<file path="src/hw/rpd_consts.vh">
`ifndef RPD_CONSTS_VH
`define RPD_CONSTS_VH
// register offsets on the microcontroller register port
`define OFS_PM_FIRST 8'hb0
`define OFS_PM_SECOND 8'hb4
`define OFS_TEST_EN 8'hc7
`define OFS_MEM_MAP 8'he0
// field positions
`define PM1_APD_BIT 1
`define PM2_GATE_A 2
`define PM2_GATE_B 3
`define PM2_GATE_C 4
`define PM2_GATE_ALE 5
`define PM2_GATE_DBE 6
`define TEN_BIT 0
`define MM_CODE_FETCH_BIT 0
`define MM_PERIPH_BIT 7
// reset values and masks
`define ZERO8 8'h00
`define MM_FORCE_MASK 8'h7e
`define PM1_MASK 8'h3a
`define PM2_MASK 8'h7c
`define TEN_MASK 8'h01
// timing
`define CLK_NS 100
`define APD_LIMIT 4'hf
`define CFG_LOAD_CYCLES 4'h8
`define OPR_NS 200
`define OPR_CYCLES ((`OPR_NS + `CLK_NS - 1) / `CLK_NS)
`define EEH_NS 5000000
`define EEH_CYCLES (`EEH_NS / `CLK_NS)
// serial test port commands
`define CMD_EN_PUSH 8'h10
`define CMD_EN_OPEN 8'h11
`define CMD_EN_BASIC 8'h12
`define CMD_DISABLE 8'h20
`define CMD_CLEAR 8'h30
`endif

</file>
<file path="src/hw/reset_powerdown_ctrl.v">
`timescale 1ns/10ps
`include "rpd_consts.vh"
// Contract
// - pm2 bits 2-6 disconnect control inputs
// - apd counts held ale, request after 15
// - power-up loads config, clears, sets operating
// - stay in reset for recovery after release
// - memories enter read mode at power-up
// - block eeprom strobes about 5ms after power-up
// - no flash write below lockout
// - array outputs valid after config load
// - pin states in resets and power-down
// - macrocells cleared by power-on reset only
// - other registers clear on both resets; power registers clear at power-up only, map reloads config
// - memory map from config, two bits zero
// - test pins dedicated when any enable true
// - pins inputs until enabling command arrives
// - enable register at c7h, set/clear rules
// - configuration commands only, no boundary scan
// - push and open-drain enable commands turn on extension pins; basic enable does not
// - error low on flash failure, sticky
// - status low while programming in progress
// - blank part enables test pins
// - bit 0 enables port, others zero
// - reset aborts register-enabled test operations
// - power registers clear only at power-up
module reset_powerdown_ctrl #(
  parameter EEH_CYCLES = `EEH_CYCLES // eeprom strobe block length
) (
  input wire clk, // device clock, 10 MHz
  input wire rstn, // internal power-on reset, active low
  input wire reset_pin_n, // external reset pin, active low
  input wire [7:0] reg_addr, // register offset
  input wire [7:0] reg_wdata, // write data
  input wire reg_wr, // write strobe, one cycle
  input wire reg_rd, // read strobe, one cycle
  output reg [7:0] reg_rdata, // read data
  input wire bus_ctrl_in_a, // bus control input a
  input wire bus_ctrl_in_b, // bus control input b
  input wire bus_ctrl_in_c, // bus control input c
  input wire ale_in, // address latch enable
  input wire data_byte_en_in, // data byte enable
  input wire ale_pd_polarity, // ale level that counts
  input wire [7:0] mem_map_cfg, // configured memory map value
  input wire nvm_test_bit, // nonvolatile test dedication
  input wire blank_part, // part is blank or erased
  input wire test_pin_select_term, // product term enable
  input wire vcc_lockout, // supply below lockout threshold
  input wire flash_write_req, // flash write cycle request
  input wire eeprom_strobe_in, // eeprom write strobe
  input wire flash_fail, // flash erase or program failure
  input wire mem_busy, // flash or eeprom write busy
  input wire tck, // serial clock pin
  input wire tms, // mode select pin
  input wire tdi, // serial data in pin
  output reg array_ctrl_a, // gated control input a
  output reg array_ctrl_b, // gated control input b
  output reg array_ctrl_c, // gated control input c
  output reg array_ale, // gated address latch enable
  output reg array_dbe, // gated data byte enable
  output reg powerdown_request, // automatic power-down
  output reg mem_read_mode, // memories in read mode
  output reg mem_access_ok, // first access allowed
  output reg flash_write_start, // flash write cycle begins
  output reg eeprom_strobe_out, // strobe to eeprom array
  output reg array_out_valid, // logic array outputs valid
  output reg mcell_clear, // macrocell flip-flop clear
  output reg mcu_io_input, // mcu i/o forced to input
  output reg addr_out_hiz, // address-out pins tri-state
  output reg data_port_hiz, // data port tri-state
  output reg periph_io_hiz, // peripheral i/o tri-state
  output reg test_pins_on, // four pins dedicated to test
  output wire tdo_out, // serial data out value
  output wire tdo_oe_n, // low while tdo drives
  output wire stat_out, // program status pin value
  output wire stat_oe_n, // low while status drives
  output wire err_out, // program error pin value
  output wire err_oe_n // low while error drives
);
  // one-hot sequence states
  localparam [3:0] ST_LOAD = 4'h1; // loading configuration
  localparam [3:0] ST_HOLD = 4'h2; // reset pin held low
  localparam [3:0] ST_RECOVER = 4'h4; // recovery interval
  localparam [3:0] ST_RUN = 4'h8; // operating
  localparam integer OPR_FULL = `OPR_CYCLES; // recovery count, full width
  localparam [15:0] OPR_CNT = OPR_FULL[15:0]; // recovery count
  localparam [22:0] EEH_CNT = EEH_CYCLES[22:0]; // eeprom block count

  reg [3:0] state; // sequence state
  reg [15:0] seq_cnt; // load and recovery counter
  reg [22:0] eeh_cnt; // eeprom block counter
  reg [1:0] rst_s; // reset pin sync
  reg [1:0] a_s, b_s, c_s, ale_s, dbe_s; // control syncs
  reg [1:0] lko_s, sel_s; // lockout and term syncs
  reg ale_d; // previous ale for toggle detect
  reg [3:0] apd_cnt; // power-down counter
  reg [7:0] power_mgmt_reg_first; // apd enable and clocks
  reg [7:0] power_mgmt_reg_second; // input gating
  reg [7:0] test_port_enable; // runtime test enable
  reg [7:0] memory_map_reg; // memory map
  reg warm_pulse; // one cycle at warm reset entry
  wire in_reset = ~state[3]; // any reset phase
  wire apd_en = power_mgmt_reg_first[`PM1_APD_BIT];
  wire test_abort = in_reset & ~nvm_test_bit;

  // decode of an offset against a strobe
  function hit;
    input [7:0] addr;
    input [7:0] ofs;
    input stb;
    begin
      hit = stb & (addr == ofs);
    end
  endfunction

  // ------------------------------------------------------------
  // input synchronisers
  // ------------------------------------------------------------
  // reset, control, ale, dbe, lockout and term pins cross into clk through two flops before any use
  always @(posedge clk or negedge rstn) begin
    if (!rstn) begin
      rst_s <= 2'h0;
      a_s <= 2'h0;
      b_s <= 2'h0;
      c_s <= 2'h0;
      ale_s <= 2'h0;
      dbe_s <= 2'h0;
      lko_s <= 2'h3;
      sel_s <= 2'h0;
    end else begin
      rst_s <= {rst_s[0], reset_pin_n};
      a_s <= {a_s[0], bus_ctrl_in_a};
      b_s <= {b_s[0], bus_ctrl_in_b};
      c_s <= {c_s[0], bus_ctrl_in_c};
      ale_s <= {ale_s[0], ale_in};
      dbe_s <= {dbe_s[0], data_byte_en_in};
      lko_s <= {lko_s[0], vcc_lockout};
      sel_s <= {sel_s[0], test_pin_select_term};
    end
  end

  // ------------------------------------------------------------
  // reset sequence
  // ------------------------------------------------------------
  // config load phase
  always @(posedge clk or negedge rstn) begin
    if (!rstn) begin
      state <= ST_LOAD;
      seq_cnt <= 16'h0000;
      warm_pulse <= 1'b0;
    end else begin
      warm_pulse <= 1'b0;
      case (state)
        ST_LOAD: begin
          seq_cnt <= seq_cnt + 16'h0001;
          if (seq_cnt[3:0] == `CFG_LOAD_CYCLES) begin
            state <= ST_HOLD;
          end
        end
        ST_HOLD: begin
          seq_cnt <= 16'h0000;
          if (rst_s[1]) begin
            state <= ST_RECOVER;
          end
        end
        ST_RECOVER: begin
          seq_cnt <= seq_cnt + 16'h0001;
          if (!rst_s[1]) begin
            state <= ST_HOLD;
          end else if (seq_cnt + 16'h0001 >= OPR_CNT) begin
            state <= ST_RUN;
          end
        end
        ST_RUN: begin
          // warm reset: a much shorter pulse is enough
          if (!rst_s[1]) begin
            state <= ST_HOLD;
            warm_pulse <= 1'b1;
          end
        end
        default: begin
          state <= ST_LOAD;
        end
      endcase
    end
  end

  // ------------------------------------------------------------
  // registers
  // ------------------------------------------------------------
  // power registers only on power-up
  always @(posedge clk or negedge rstn) begin
    if (!rstn) begin
      power_mgmt_reg_first <= `ZERO8;
      power_mgmt_reg_second <= `ZERO8;
    end else if (!in_reset) begin
      if (hit(reg_addr, `OFS_PM_FIRST, reg_wr)) begin
        power_mgmt_reg_first <= reg_wdata & `PM1_MASK;
      end
      if (hit(reg_addr, `OFS_PM_SECOND, reg_wr)) begin
        power_mgmt_reg_second <= reg_wdata & `PM2_MASK;
      end
    end
  end

  always @(posedge clk or negedge rstn) begin
    if (!rstn) begin
      test_port_enable <= `ZERO8;
      memory_map_reg <= `ZERO8;
    end else if (in_reset) begin
      test_port_enable <= `ZERO8;
      // map from configuration
      // strap is sampled by the clock while reset is held
      memory_map_reg <= mem_map_cfg & `MM_FORCE_MASK;
    end else begin
      if (hit(reg_addr, `OFS_TEST_EN, reg_wr)) begin
        test_port_enable <= reg_wdata & `TEN_MASK;
      end
      if (hit(reg_addr, `OFS_MEM_MAP, reg_wr)) begin
        memory_map_reg <= reg_wdata;
      end
    end
  end

  // read port, unmapped offsets read zero
  always @(posedge clk or negedge rstn) begin
    if (!rstn) begin
      reg_rdata <= `ZERO8;
    end else if (hit(reg_addr, `OFS_PM_FIRST, reg_rd)) begin
      reg_rdata <= power_mgmt_reg_first;
    end else if (hit(reg_addr, `OFS_PM_SECOND, reg_rd)) begin
      reg_rdata <= power_mgmt_reg_second;
    end else if (hit(reg_addr, `OFS_TEST_EN, reg_rd)) begin
      reg_rdata <= test_port_enable;
    end else if (hit(reg_addr, `OFS_MEM_MAP, reg_rd)) begin
      reg_rdata <= memory_map_reg;
    end else begin
      reg_rdata <= `ZERO8;
    end
  end

  // ------------------------------------------------------------
  // automatic power-down
  // ------------------------------------------------------------
  // count held ale
  always @(posedge clk or negedge rstn) begin
    if (!rstn) begin
      ale_d <= 1'b0;
      apd_cnt <= 4'h0;
      powerdown_request <= 1'b0;
    end else begin
      ale_d <= ale_s[1];
      if (!apd_en || ale_s[1] != ale_d || ale_s[1] != ale_pd_polarity) begin
        apd_cnt <= 4'h0;
        powerdown_request <= 1'b0;
      end else if (apd_cnt != `APD_LIMIT) begin
        apd_cnt <= apd_cnt + 4'h1;
        powerdown_request <= (apd_cnt + 4'h1) == `APD_LIMIT;
      end
    end
  end

  // ------------------------------------------------------------
  // gating, memory and pin status
  // ------------------------------------------------------------
  always @(posedge clk or negedge rstn) begin
    if (!rstn) begin
      array_ctrl_a <= 1'b0;
      array_ctrl_b <= 1'b0;
      array_ctrl_c <= 1'b0;
      array_ale <= 1'b0;
      array_dbe <= 1'b0;
      mem_read_mode <= 1'b0;
      mem_access_ok <= 1'b0;
      flash_write_start <= 1'b0;
      array_out_valid <= 1'b0;
      mcell_clear <= 1'b1;
      mcu_io_input <= 1'b1;
      addr_out_hiz <= 1'b1;
      data_port_hiz <= 1'b1;
      periph_io_hiz <= 1'b1;
      test_pins_on <= 1'b0;
    end else begin
      array_ctrl_a <= a_s[1] & ~power_mgmt_reg_second[`PM2_GATE_A];
      array_ctrl_b <= b_s[1] & ~power_mgmt_reg_second[`PM2_GATE_B];
      array_ctrl_c <= c_s[1] & ~power_mgmt_reg_second[`PM2_GATE_C];
      array_ale <= ale_s[1] & ~power_mgmt_reg_second[`PM2_GATE_ALE];
      array_dbe <= dbe_s[1] & ~power_mgmt_reg_second[`PM2_GATE_DBE];
      mem_read_mode <= ~state[0];
      mem_access_ok <= state[3];
      flash_write_start <= flash_write_req & ~lko_s[1] & state[3];
      array_out_valid <= ~state[0];
      mcell_clear <= state[0];
      mcu_io_input <= in_reset;
      addr_out_hiz <= in_reset;
      data_port_hiz <= in_reset | powerdown_request;
      periph_io_hiz <= in_reset | powerdown_request;
      test_pins_on <= nvm_test_bit | blank_part | sel_s[1] |
        test_port_enable[`TEN_BIT];
    end
  end

  always @(posedge clk or negedge rstn) begin
    if (!rstn) begin
      eeh_cnt <= 23'h00_0000;
      eeprom_strobe_out <= 1'b0;
    end else begin
      if (eeh_cnt != EEH_CNT) begin
        eeh_cnt <= eeh_cnt + 23'h00_0001;
      end
      eeprom_strobe_out <= eeprom_strobe_in & (eeh_cnt == EEH_CNT) & state[3];
    end
  end

  // ------------------------------------------------------------
  // serial test port
  // ------------------------------------------------------------
  test_port_ctrl u_test_port (
    .clk(clk),
    .rstn(rstn),
    .tck_raw(tck),
    .tms_raw(tms),
    .tdi_raw(tdi),
    .test_on(test_pins_on),
    .abort(test_abort),
    .chip_reset(warm_pulse),
    .flash_fail(flash_fail),
    .mem_busy(mem_busy),
    .tdo_out(tdo_out),
    .tdo_oe_n(tdo_oe_n),
    .stat_out(stat_out),
    .stat_oe_n(stat_oe_n),
    .err_out(err_out),
    .err_oe_n(err_oe_n)
  );
endmodule // reset_powerdown_ctrl

</file>
<file path="src/hw/test_port_ctrl.v">
`timescale 1ns/10ps
`include "rpd_consts.vh"
// serial configuration port: command shifter and extension pins
module test_port_ctrl (
  input wire clk, // device clock
  input wire rstn, // power-on reset, active low
  input wire tck_raw, // serial clock pin
  input wire tms_raw, // mode select pin
  input wire tdi_raw, // serial data in pin
  input wire test_on, // pins dedicated to test use
  input wire abort, // reset that stops test operations
  input wire chip_reset, // one-cycle warm reset pulse
  input wire flash_fail, // flash erase or program failed
  input wire mem_busy, // flash or eeprom write in progress
  output reg tdo_out, // serial data out value
  output reg tdo_oe_n, // low while tdo drives
  output reg stat_out, // ready/busy value
  output reg stat_oe_n, // low while status drives
  output reg err_out, // error value, low on failure
  output reg err_oe_n // low while error drives
);
  reg [2:0] tck_s; // tck sync, bit 2 is edge history
  reg [1:0] tms_s; // tms sync
  reg [1:0] tdi_s; // tdi sync
  reg tms_d; // previous synced tms
  reg [7:0] shifter; // command shift register
  reg active; // channel enabled by command
  reg ext_en; // extension pins enabled
  reg open_drain; // extension pins open-drain
  reg err_flag; // sticky flash error
  reg disabled_seen; // disable command was seen
  wire tck_rise = tck_s[1] & ~tck_s[2];
  wire tck_fall = ~tck_s[1] & tck_s[2];
  wire cmd_end = tms_d & ~tms_s[1];
  wire run = test_on & ~abort;

  // ------------------------------------------------------------
  // pin synchronisers
  // ------------------------------------------------------------
  // first stage feeds only the second stage
  always @(posedge clk or negedge rstn) begin
    if (!rstn) begin
      tck_s <= 3'h0;
      tms_s <= 2'h0;
      tdi_s <= 2'h0;
      tms_d <= 1'b0;
    end else begin
      tck_s <= {tck_s[1:0], tck_raw};
      tms_s <= {tms_s[0], tms_raw};
      tdi_s <= {tdi_s[0], tdi_raw};
      if (tck_rise) begin
        tms_d <= tms_s[1];
      end
    end
  end

  // ------------------------------------------------------------
  // command shifting and execution
  // ------------------------------------------------------------
  always @(posedge clk or negedge rstn) begin
    if (!rstn) begin
      shifter <= `ZERO8;
      active <= 1'b0;
      ext_en <= 1'b0;
      open_drain <= 1'b0;
      disabled_seen <= 1'b0;
    end else if (!run) begin
      // reset aborts
      // register-enabled port drops shifter, active and ext_en on reset; open_drain is kept
      shifter <= `ZERO8;
      active <= 1'b0;
      ext_en <= 1'b0;
      disabled_seen <= disabled_seen & ~chip_reset;
    end else if (tck_rise && tms_s[1]) begin
      // lsb first
      shifter <= {tdi_s[1], shifter[7:1]};
    end else if (tck_rise && cmd_end) begin
      // config commands only
      // no boundary scan codes are decoded
      case (shifter)
        `CMD_EN_PUSH: begin
          active <= 1'b1;
          ext_en <= 1'b1;
          open_drain <= 1'b0;
        end
        `CMD_EN_OPEN: begin
          active <= 1'b1;
          ext_en <= 1'b1;
          open_drain <= 1'b1;
        end
        `CMD_EN_BASIC: begin
          active <= 1'b1;
          ext_en <= 1'b0;
        end
        `CMD_DISABLE: begin
          active <= 1'b0;
          ext_en <= 1'b0;
          disabled_seen <= 1'b1;
        end
        default: begin
          // unknown codes are ignored
          active <= active;
        end
      endcase
    end
  end

  // ------------------------------------------------------------
  // sticky flash error
  // ------------------------------------------------------------
  // error set and clear
  // a failure in the clearing cycle still sets the flag
  always @(posedge clk or negedge rstn) begin
    if (!rstn) begin
      err_flag <= 1'b0;
    end else if (flash_fail) begin
      err_flag <= 1'b1;
    end else if (run && tck_rise && cmd_end && shifter == `CMD_CLEAR) begin
      err_flag <= 1'b0;
    end else if (chip_reset && disabled_seen) begin
      err_flag <= 1'b0;
    end
  end

  // ------------------------------------------------------------
  // pin drivers
  // ------------------------------------------------------------
  always @(posedge clk or negedge rstn) begin
    if (!rstn) begin
      tdo_out <= 1'b0;
      tdo_oe_n <= 1'b1;
      stat_out <= 1'b1;
      stat_oe_n <= 1'b1;
      err_out <= 1'b1;
      err_oe_n <= 1'b1;
    end else begin
      // tdo changes on the falling serial clock edge
      if (tck_fall) begin
        tdo_out <= shifter[0];
      end
      tdo_oe_n <= ~(run & active);
      stat_out <= ~mem_busy;
      err_out <= ~err_flag;
      // open-drain only pulls low, for wired-or chains
      stat_oe_n <= ~(run & ext_en & (~open_drain | mem_busy));
      err_oe_n <= ~(run & ext_en & (~open_drain | err_flag));
    end
  end
endmodule // test_port_ctrl

</file>
<file path="config.mk">
export PLATFORM = sky130hd
export DESIGN_NAME = reset_powerdown_ctrl
export DESIGN_NICKNAME = d
export VERILOG_FILES = /design/src/hw/reset_powerdown_ctrl.v /design/src/hw/test_port_ctrl.v
export VERILOG_INCLUDE_DIRS = /design/src /design/src/hw
export SDC_FILE = /design/constraint.sdc
export NUM_CORES = 1
export LEC_CHECK = 0
export ABC_AREA = 1
export BUFFER_PORTS_ARGS = -buffer_cell sky130_fd_sc_hd__buf_2
export CAP_MARGIN = 20
export CORE_MARGIN = 4
export CORE_UTILIZATION = 52
export CTS_CLUSTER_DIAMETER = 50
export CTS_CLUSTER_SIZE = 40
export DETAILED_ROUTE_END_ITERATION = 16
export GPL_TIMING_DRIVEN = 0
export PLACE_DENSITY = 0.8
export SLEW_MARGIN = 20
export SYNTH_ARGS = -nofsm -noshare
export SYNTH_HDL_FRONTEND = slang
export SYNTH_HIERARCHICAL = 1
export SYNTH_SLANG_ARGS = --single-unit
</file>
<file path="constraint.sdc">
create_clock -name clk -period 1.6 [get_ports clk]
set_input_delay 0.08 -clock clk [delete_from_list [all_inputs] [get_ports clk]]
set_output_delay 0.08 -clock clk [all_outputs]
set_load 0.02 [all_outputs]
</file>
==> impl_metrics.py, run 1 <==
metrics = {
    "worst_setup_path": {
        "worstPathRequired_ns": 1.89,
        "reg2reg_depth": 11,
        "cp_max_fo": 9,
        "cpMostUsedCell": "nor2_1",
        "cp.arrival_ns": 2.11,
        "cpPeakStageDelay_ns": 0.42,
        "cp.depth": 11,
        "crit_chain": "buf_6 > nor2_1 > nand3_1 > nor2_1 > nand2_1 > nor2_1 > nand3_1 > nor2_2 > nand2_2 > nand3_2 > nand2_1",
        "path_buf_inv": 1,
        "setup.worst_path.end_class": "flip-flop",
        "critPathLaunchType": "flip-flop",
        "critPathSlowestCell": "dfrtp_1",
        "critical_path_class": "reg2reg",
        "critPathTopFamily": "simple AND/OR/NAND/NOR gates",
    },
    "final_layout": {
        "fin_util": 0.696,
        "reg.largest.list": "eeh_cnt: 23 flops, seq_cnt: 16 flops",
        "regMostFlops": "eeh_cnt",
        "final_nets": 822,
        "final_common_cell": "nand2_1",
        "drive_gt1_frac": 0.280,
        "largest_reg_flops": 23,
        "diodes": 0,
        "area_growth_pct": 29.9,
        "final_cell_mix": "136 x nand2_1, 117 x dfrtp_1, 77 x inv_1, 73 x buf_2, 41 x nor2_1",
    },
    "clock_tree": {
        "cts_tree": "done",
        "clk_latency_ns": 0.42,
        "htree_num_levels": 4,
        "clock-root-buffer": "clkbuf_16",
        "clkSinkCount": 132,
        "clk_path_buf_depth": 2,
        "numCtsBuffers": 17,
        "cts.reportedPaths.clkPinSlew_ns": 0.05,
    },
    "grt": {
        "antenna_found_initial": 0,
        "grt_pass1_vias": 5027,
        "grt_usage": 0.226,
        "grt-ovfl-total": 0,
        "grt_max_degree": 78,
        "grt_pass1_wl_mm": 23.3,
    },
    "logic_synthesis": {
        "syn_inst": 631,
        "seq_area_frac_synth": 0.566,
        "synth_top_area_cell": "dfrtp_1",
        "avgSynthCellArea_um2": 9.28,
        "synthDistinctLibCells": 40,
        "yosysTopAreaCellShare": 0.517,
        "synth_nets": 684,
        "yosys_register_bits": 132,
        "yosysWarnings": 6,
        "synthTopCellsByArea": "dfrtp_1 52%, nand2_1 8.8%, inv_1 5.3%, dfstp_2 4.9%, nand3_1 3.0%",
        "syn_area_um2": 5860,
    },
    "routing": {
        "drt_wl_total_mm": 14.0,
        "drc": 0,
        "vias": 4788,
        "post_drt_via_cell_ratio": 5.19,
        "wire_per_inst_um": 15.2,
        "drt_first_iter_violations": 436,
        "dr.pass1.iters": 4,
        "ant_nets": 0,
    },
    "sta": {
        "worst_slack_ns": -0.215,
        "max_slew_margin": 0.659,
        "fin_skew_ns": 0.00867,
        "period_needed_ns": 1.82,
        "hold_viol_final": 0,
        "rsz0062_at_grt": "true",
        "worst_slew_pin_slew_ns": 0.511,
        "fmax_mhz": 551,
        "whs_ns": 0.0150,
        "period_share": 1.13,
        "finalSetupViolations": 3,
        "drv_slew": 0,
    },
    "die": {
        "initial_core_util": 0.536,
        "core_area_um2": 10900,
        "dieWidth_um": 114,
        "design.portCount": 77,
        "dieArea_um2": 13000,
        "core.rowCount": 38,
        "die_h_um": 114,
    },
    "place": {
        "dp_hpwl_mm": 8.70,
        "place_ws_ns": -0.409,
        "globalplace.congestion": 0.817,
        "io_buffers": 74,
    },
    "power": {
        "powerDensity_nw_per_um2": 1220,
        "leakage_nw": 3.65,
        "peakVddDrop_mv": 0.902,
        "p_total_mw": 9.26,
    },
    "status": {
        "outcome": "complete, but fails checks",
        "violations": "negative setup slack",
    },
    "flow_run": {
        "cap_violations": 0,
    },
    "hold_path": {
        "worstHoldPathCells": 3,
        "min_path_type": "in2reg",
    },
}
==> synthesized netlist by cell type <==
| cell | instances |
|---|---|
| nand2_1 | 138 |
| dfrtp_1 | 121 |
| inv_1 | 82 |
| nor2_1 | 46 |
| nand3_1 | 35 |
| o21ai_1 | 21 |
| o21ai_0 | 19 |
| xor2_1 | 17 |
| o22ai_1 | 15 |
| inv_2 | 14 |
| nand4_1 | 14 |
| nor2_2 | 13 |
| dfstp_2 | 11 |
| nand2_2 | 9 |
| xnor2_1 | 8 |
| ha_1 | 7 |
| nor2_4 | 7 |
| nor3_1 | 7 |
| a21oi_1 | 5 |
| buf_4 | 5 |
| o211ai_1 | 5 |
| a31oi_1 | 4 |
| nand3_2 | 4 |
| nor4_1 | 4 |
| clkbuf_1 | 2 |
| nand4_2 | 2 |
| nor3_2 | 2 |
| o221ai_1 | 2 |
| a21boi_2 | 1 |
| a21o_1 | 1 |
| a22oi_1 | 1 |
| a31o_2 | 1 |
| buf_2 | 1 |
| inv_4 | 1 |
| nand3b_2 | 1 |
| nor2_8 | 1 |
| nor4_2 | 1 |
| o21bai_2 | 1 |
| o31ai_1 | 1 |
| or2_1 | 1 |
==> final timing paths <==
check	to	slack, ns	startpoint
setup / recovery	state[3]	-0.22	state[3]
hold / removal	memory_map_reg[0]	0.02	reg_wdata[0]
setup reg to reg	state[3]	-0.22	state[3]
hold reg to reg	u_test_port/tck_s[1]	0.35	u_test_port/tck_s[0]
max in group asynchronous	u_test_port/err_oe_n	0.64	rstn
min in group asynchronous	seq_cnt[13]	0.19	rstn
==> per-layer routing <==
layer | wire (um) | global-route usage
met1 | 5620 | 0.265
met2 | 7330 | 0.399
met3 | 698 | 0.0603
met4 | 336 | 0.0839
met5 | 0 | 0
==> worst register-to-register path: cells and delay by family (launching register included) <==
kind,cells,cell delay (ns)
AND/OR/NAND/NOR,10,1.11
flip-flops,1,0.42
buffers and inverters,1,0.16
==> logic make-up (layout without fill, tap and decap cells) <==
logic type | Yosys count | in the layout | share of synthesized area
compound gates | 77 | 77 | 0.0773
simple gates | 285 | 285 | 0.233
xor+xnor | 25 | 25 | 0.0374
fa+ha+maj | 7 | 7 | 0.0150
buf+inv | 105 | 256 | 0.0711
flops | 132 | 132 | 0.566
==> area by class of cell <==
cell class | instances | area, um2
multi-input combinational | 394 | 2240
fill | 750 | 3330
timing repair buffer | 119 | 815
tap | 140 | 175
clock inverter | 12 | 153
inverter | 97 | 369
clock buffer | 20 | 467
buffer | 8 | 71.3
sequential | 132 | 3320
==> through the flow <==
step | setup TNS (ns) | instance area [um2] | cells
2_1_floorplan | 0 | 5860 | 631
3_3_place_gp | -155.22 | 6400 | 845
3_5_place_dp | -7.25 | 6440 | 846
4_1_cts | -0.720 | 7500 | 919
5_1_grt | -1.34 | 7610 | 922
6_report | -0.602 | 7610 | 922
==> power by group <==
group,leakage (nW),switching [mW],total [mW],internal [mW]
logic,1.69,0.926,1.53,0.608
registers,1.66,0.166,3.71,3.54
clock network,0.294,1.44,4.02,2.57
==> repair_timing <==
item	4_1_cts	5_1_grt
setup buffers	9	3
hold endpoints to repair	89	0
pin swaps	13	15
gates resized for setup	16	25
cloned	0	0
endpoints found under the setup margin	34	35
hold buffers	32	0
No activity file was read; power rests on OpenSTA's default activity.
==> inputs of run 2 (changes only) <==
- CORE_MARGIN: 4 -> 3
- PLACE_DENSITY: 0.8 -> 0.76
==> run 2 against run 1 <==
  * The flow still finishes with violations (negative setup slack)
  * Clock skew shrank 0.0023 ns
  * Critical path depth grew 1
  * Clock power shrank 5.0%
  * Cell count increased by 0.54%
  * Utilization up 0.70 points
  * Global-route usage is 0.26 points higher
  * Power fell by 1.9%
  * Largest cell class unchanged
  * Largest power group unchanged
  * Highest routed layer unchanged
==> impl_metrics.py, run 2 (synthesis gave the netlist of run 1 again) <==
metrics = {
    "worst_setup_path": {
        "cp.arrival_ns": 2.06,
        "setup.worst_path.end_class": "flip-flop",
        "critPathLaunchType": "flip-flop",
        "cp_max_fo": 5,
        "worstPathRequired_ns": 1.89,
        "critical_path_class": "reg2reg",
    },
    "final_layout": {
        "diodes": 0,
        "final_cell_mix": "133 x nand2_1, 117 x dfrtp_1, 78 x inv_1, 73 x buf_2, 37 x nor2_1",
        "final_nets": 828,
        "reg.largest.list": "eeh_cnt: 23 flops, seq_cnt: 16 flops",
        "area_growth_pct": 31.2,
        "drive_gt1_frac": 0.291,
        "final_common_cell": "nand2_1",
        "final_cells": 927,
        "regMostFlops": "eeh_cnt",
        "largest_reg_flops": 23,
    },
    "clock_tree": {
        "clk_path_buf_depth": 2,
        "numCtsBuffers": 17,
        "htree_num_levels": 4,
        "cts.reportedPaths.clkPinSlew_ns": 0.06,
        "cts_tree": "done",
        "clk_latency_ns": 0.41,
        "clkSinkCount": 132,
        "clock-root-buffer": "clkbuf_16",
    },
    "sta": {
        "worst_slack_ns": -0.171,
        "max_slew_margin": 0.679,
        "drv_slew": 0,
        "period_share": 1.11,
        "finalSetupViolations": 3,
        "tns_ns": -0.423,
        "hold_viol_final": 0,
        "period_needed_ns": 1.77,
        "whs_ns": 0.0464,
        "fmax_mhz": 565,
        "rsz0062_at_grt": "true",
        "worst_slew_pin_slew_ns": 0.481,
        "fin_skew_ns": 0.00639,
    },
    "place": {
        "dpl.cell_count": 846,
        "globalplace.congestion": 0.829,
        "dp_hpwl_mm": 8.63,
        "io_buffers": 74,
    },
    "die": {
        "initial_core_util": 0.536,
        "design.portCount": 77,
        "dieWidth_um": 112,
        "core_area_um2": 10900,
        "core.rowCount": 38,
        "dieArea_um2": 12600,
        "die_h_um": 112,
    },
    "grt": {
        "grt_usage": 0.229,
        "grt_pass1_wl_mm": 23.3,
        "grt_max_degree": 102,
        "grt_pass1_vias": 5045,
        "antenna_found_initial": 0,
        "grt-ovfl-total": 0,
    },
    "flow_run": {
        "cap_violations": 0,
    },
    "power": {
        "peakVddDrop_mv": 1.08,
        "p_total_mw": 9.09,
        "powerDensity_nw_per_um2": 1180,
        "leakage_nw": 3.65,
    },
    "routing": {
        "drt_wl_total_mm": 14.0,
        "drt_first_iter_violations": 402,
        "ant_nets": 0,
        "drc": 0,
        "post_drt_via_cell_ratio": 5.24,
        "dr.pass1.iters": 7,
        "vias": 4862,
        "wire_per_inst_um": 15.1,
    },
    "status": {
        "outcome": "complete, but fails checks",
        "violations": "negative setup slack",
    },
    "hold_path": {
        "min_path_type": "in2reg",
    },
}
[run 2: final cells by class]
type                       count  area [um2]
inverter                      97         369
clock inverter                11         128
multi-input combinational    395        2300
tap                          140         175
fill                         804        3250
buffer                         8        75.1
clock buffer                  20         457
sequential                   132        3320
timing repair buffer         124         858
[run 2: critical path: stages (launching register included)]
cell     delay, ns
dfrtp_2       0.46
inv_4         0.10
ha_4          0.21
nor2_2        0.11
nand3_1       0.07
nor2_1        0.12
nand2_1       0.06
nor2_1        0.09
nand3_1       0.09
nor2_2        0.13
nand2_2       0.09
nand3_2       0.08
nand2_2       0.05
[run 2: power breakdown]
part           switching, mW  internal, mW
registers              0.160          3.55
logic                  0.943         0.615
clock network           1.45          2.37
[run 2: layer usage]
metal | routed length, um | global-route usage | vias to the layer above | part of all wire
met5 | 0 | 0 | - | 0
met4 | 316 | 0.0962 | 0 | 0.023
met3 | 699 | 0.0555 | 35 | 0.050
met2 | 7220 | 0.389 | 159 | 0.52
met1 | 5760 | 0.281 | 2352 | 0.41
li1 | - | - | 2316 | -
[run 2: timing repair]
action / in CTS / in global routing
pin swaps: 10 / 12
cloned: 1 / 0
endpoints found under the setup margin: 33 / 30
endpoints found under the hold margin: 157 / 0
resized for setup: 23 / 32
hold buffers: 33 / 0
buffers inserted: 7 / 9
[run 2: path summary, 6_finish.rpt]
check	from	cells past startpoint	slack, ns	end
worst max-delay path	seq_cnt[0]	12	-0.17	state[3]
min in group asynchronous	rstn	2	0.11	seq_cnt[9]
worst min register to register	u_test_port/tck_s[0]	0	0.35	u_test_port/tck_s[1]
max in group asynchronous	rstn	3	0.73	u_test_port/tdo_oe_n
worst min-delay path	reg_addr[6]	3	0.05	reg_rdata[0]
worst max register to register	seq_cnt[0]	12	-0.17	state[3]
[run 2: through the flow]
stage	setup WS [ns]	cell area (um2)	util
after global routing	-0.310	7680	0.703
final	-0.171	7680	0.703
after global placement	-1.24	6400	0.586
after detailed placement	-0.403	6440	0.589
after floorplan	0.00784	5860	-
after CTS	-0.146	7510	0.687
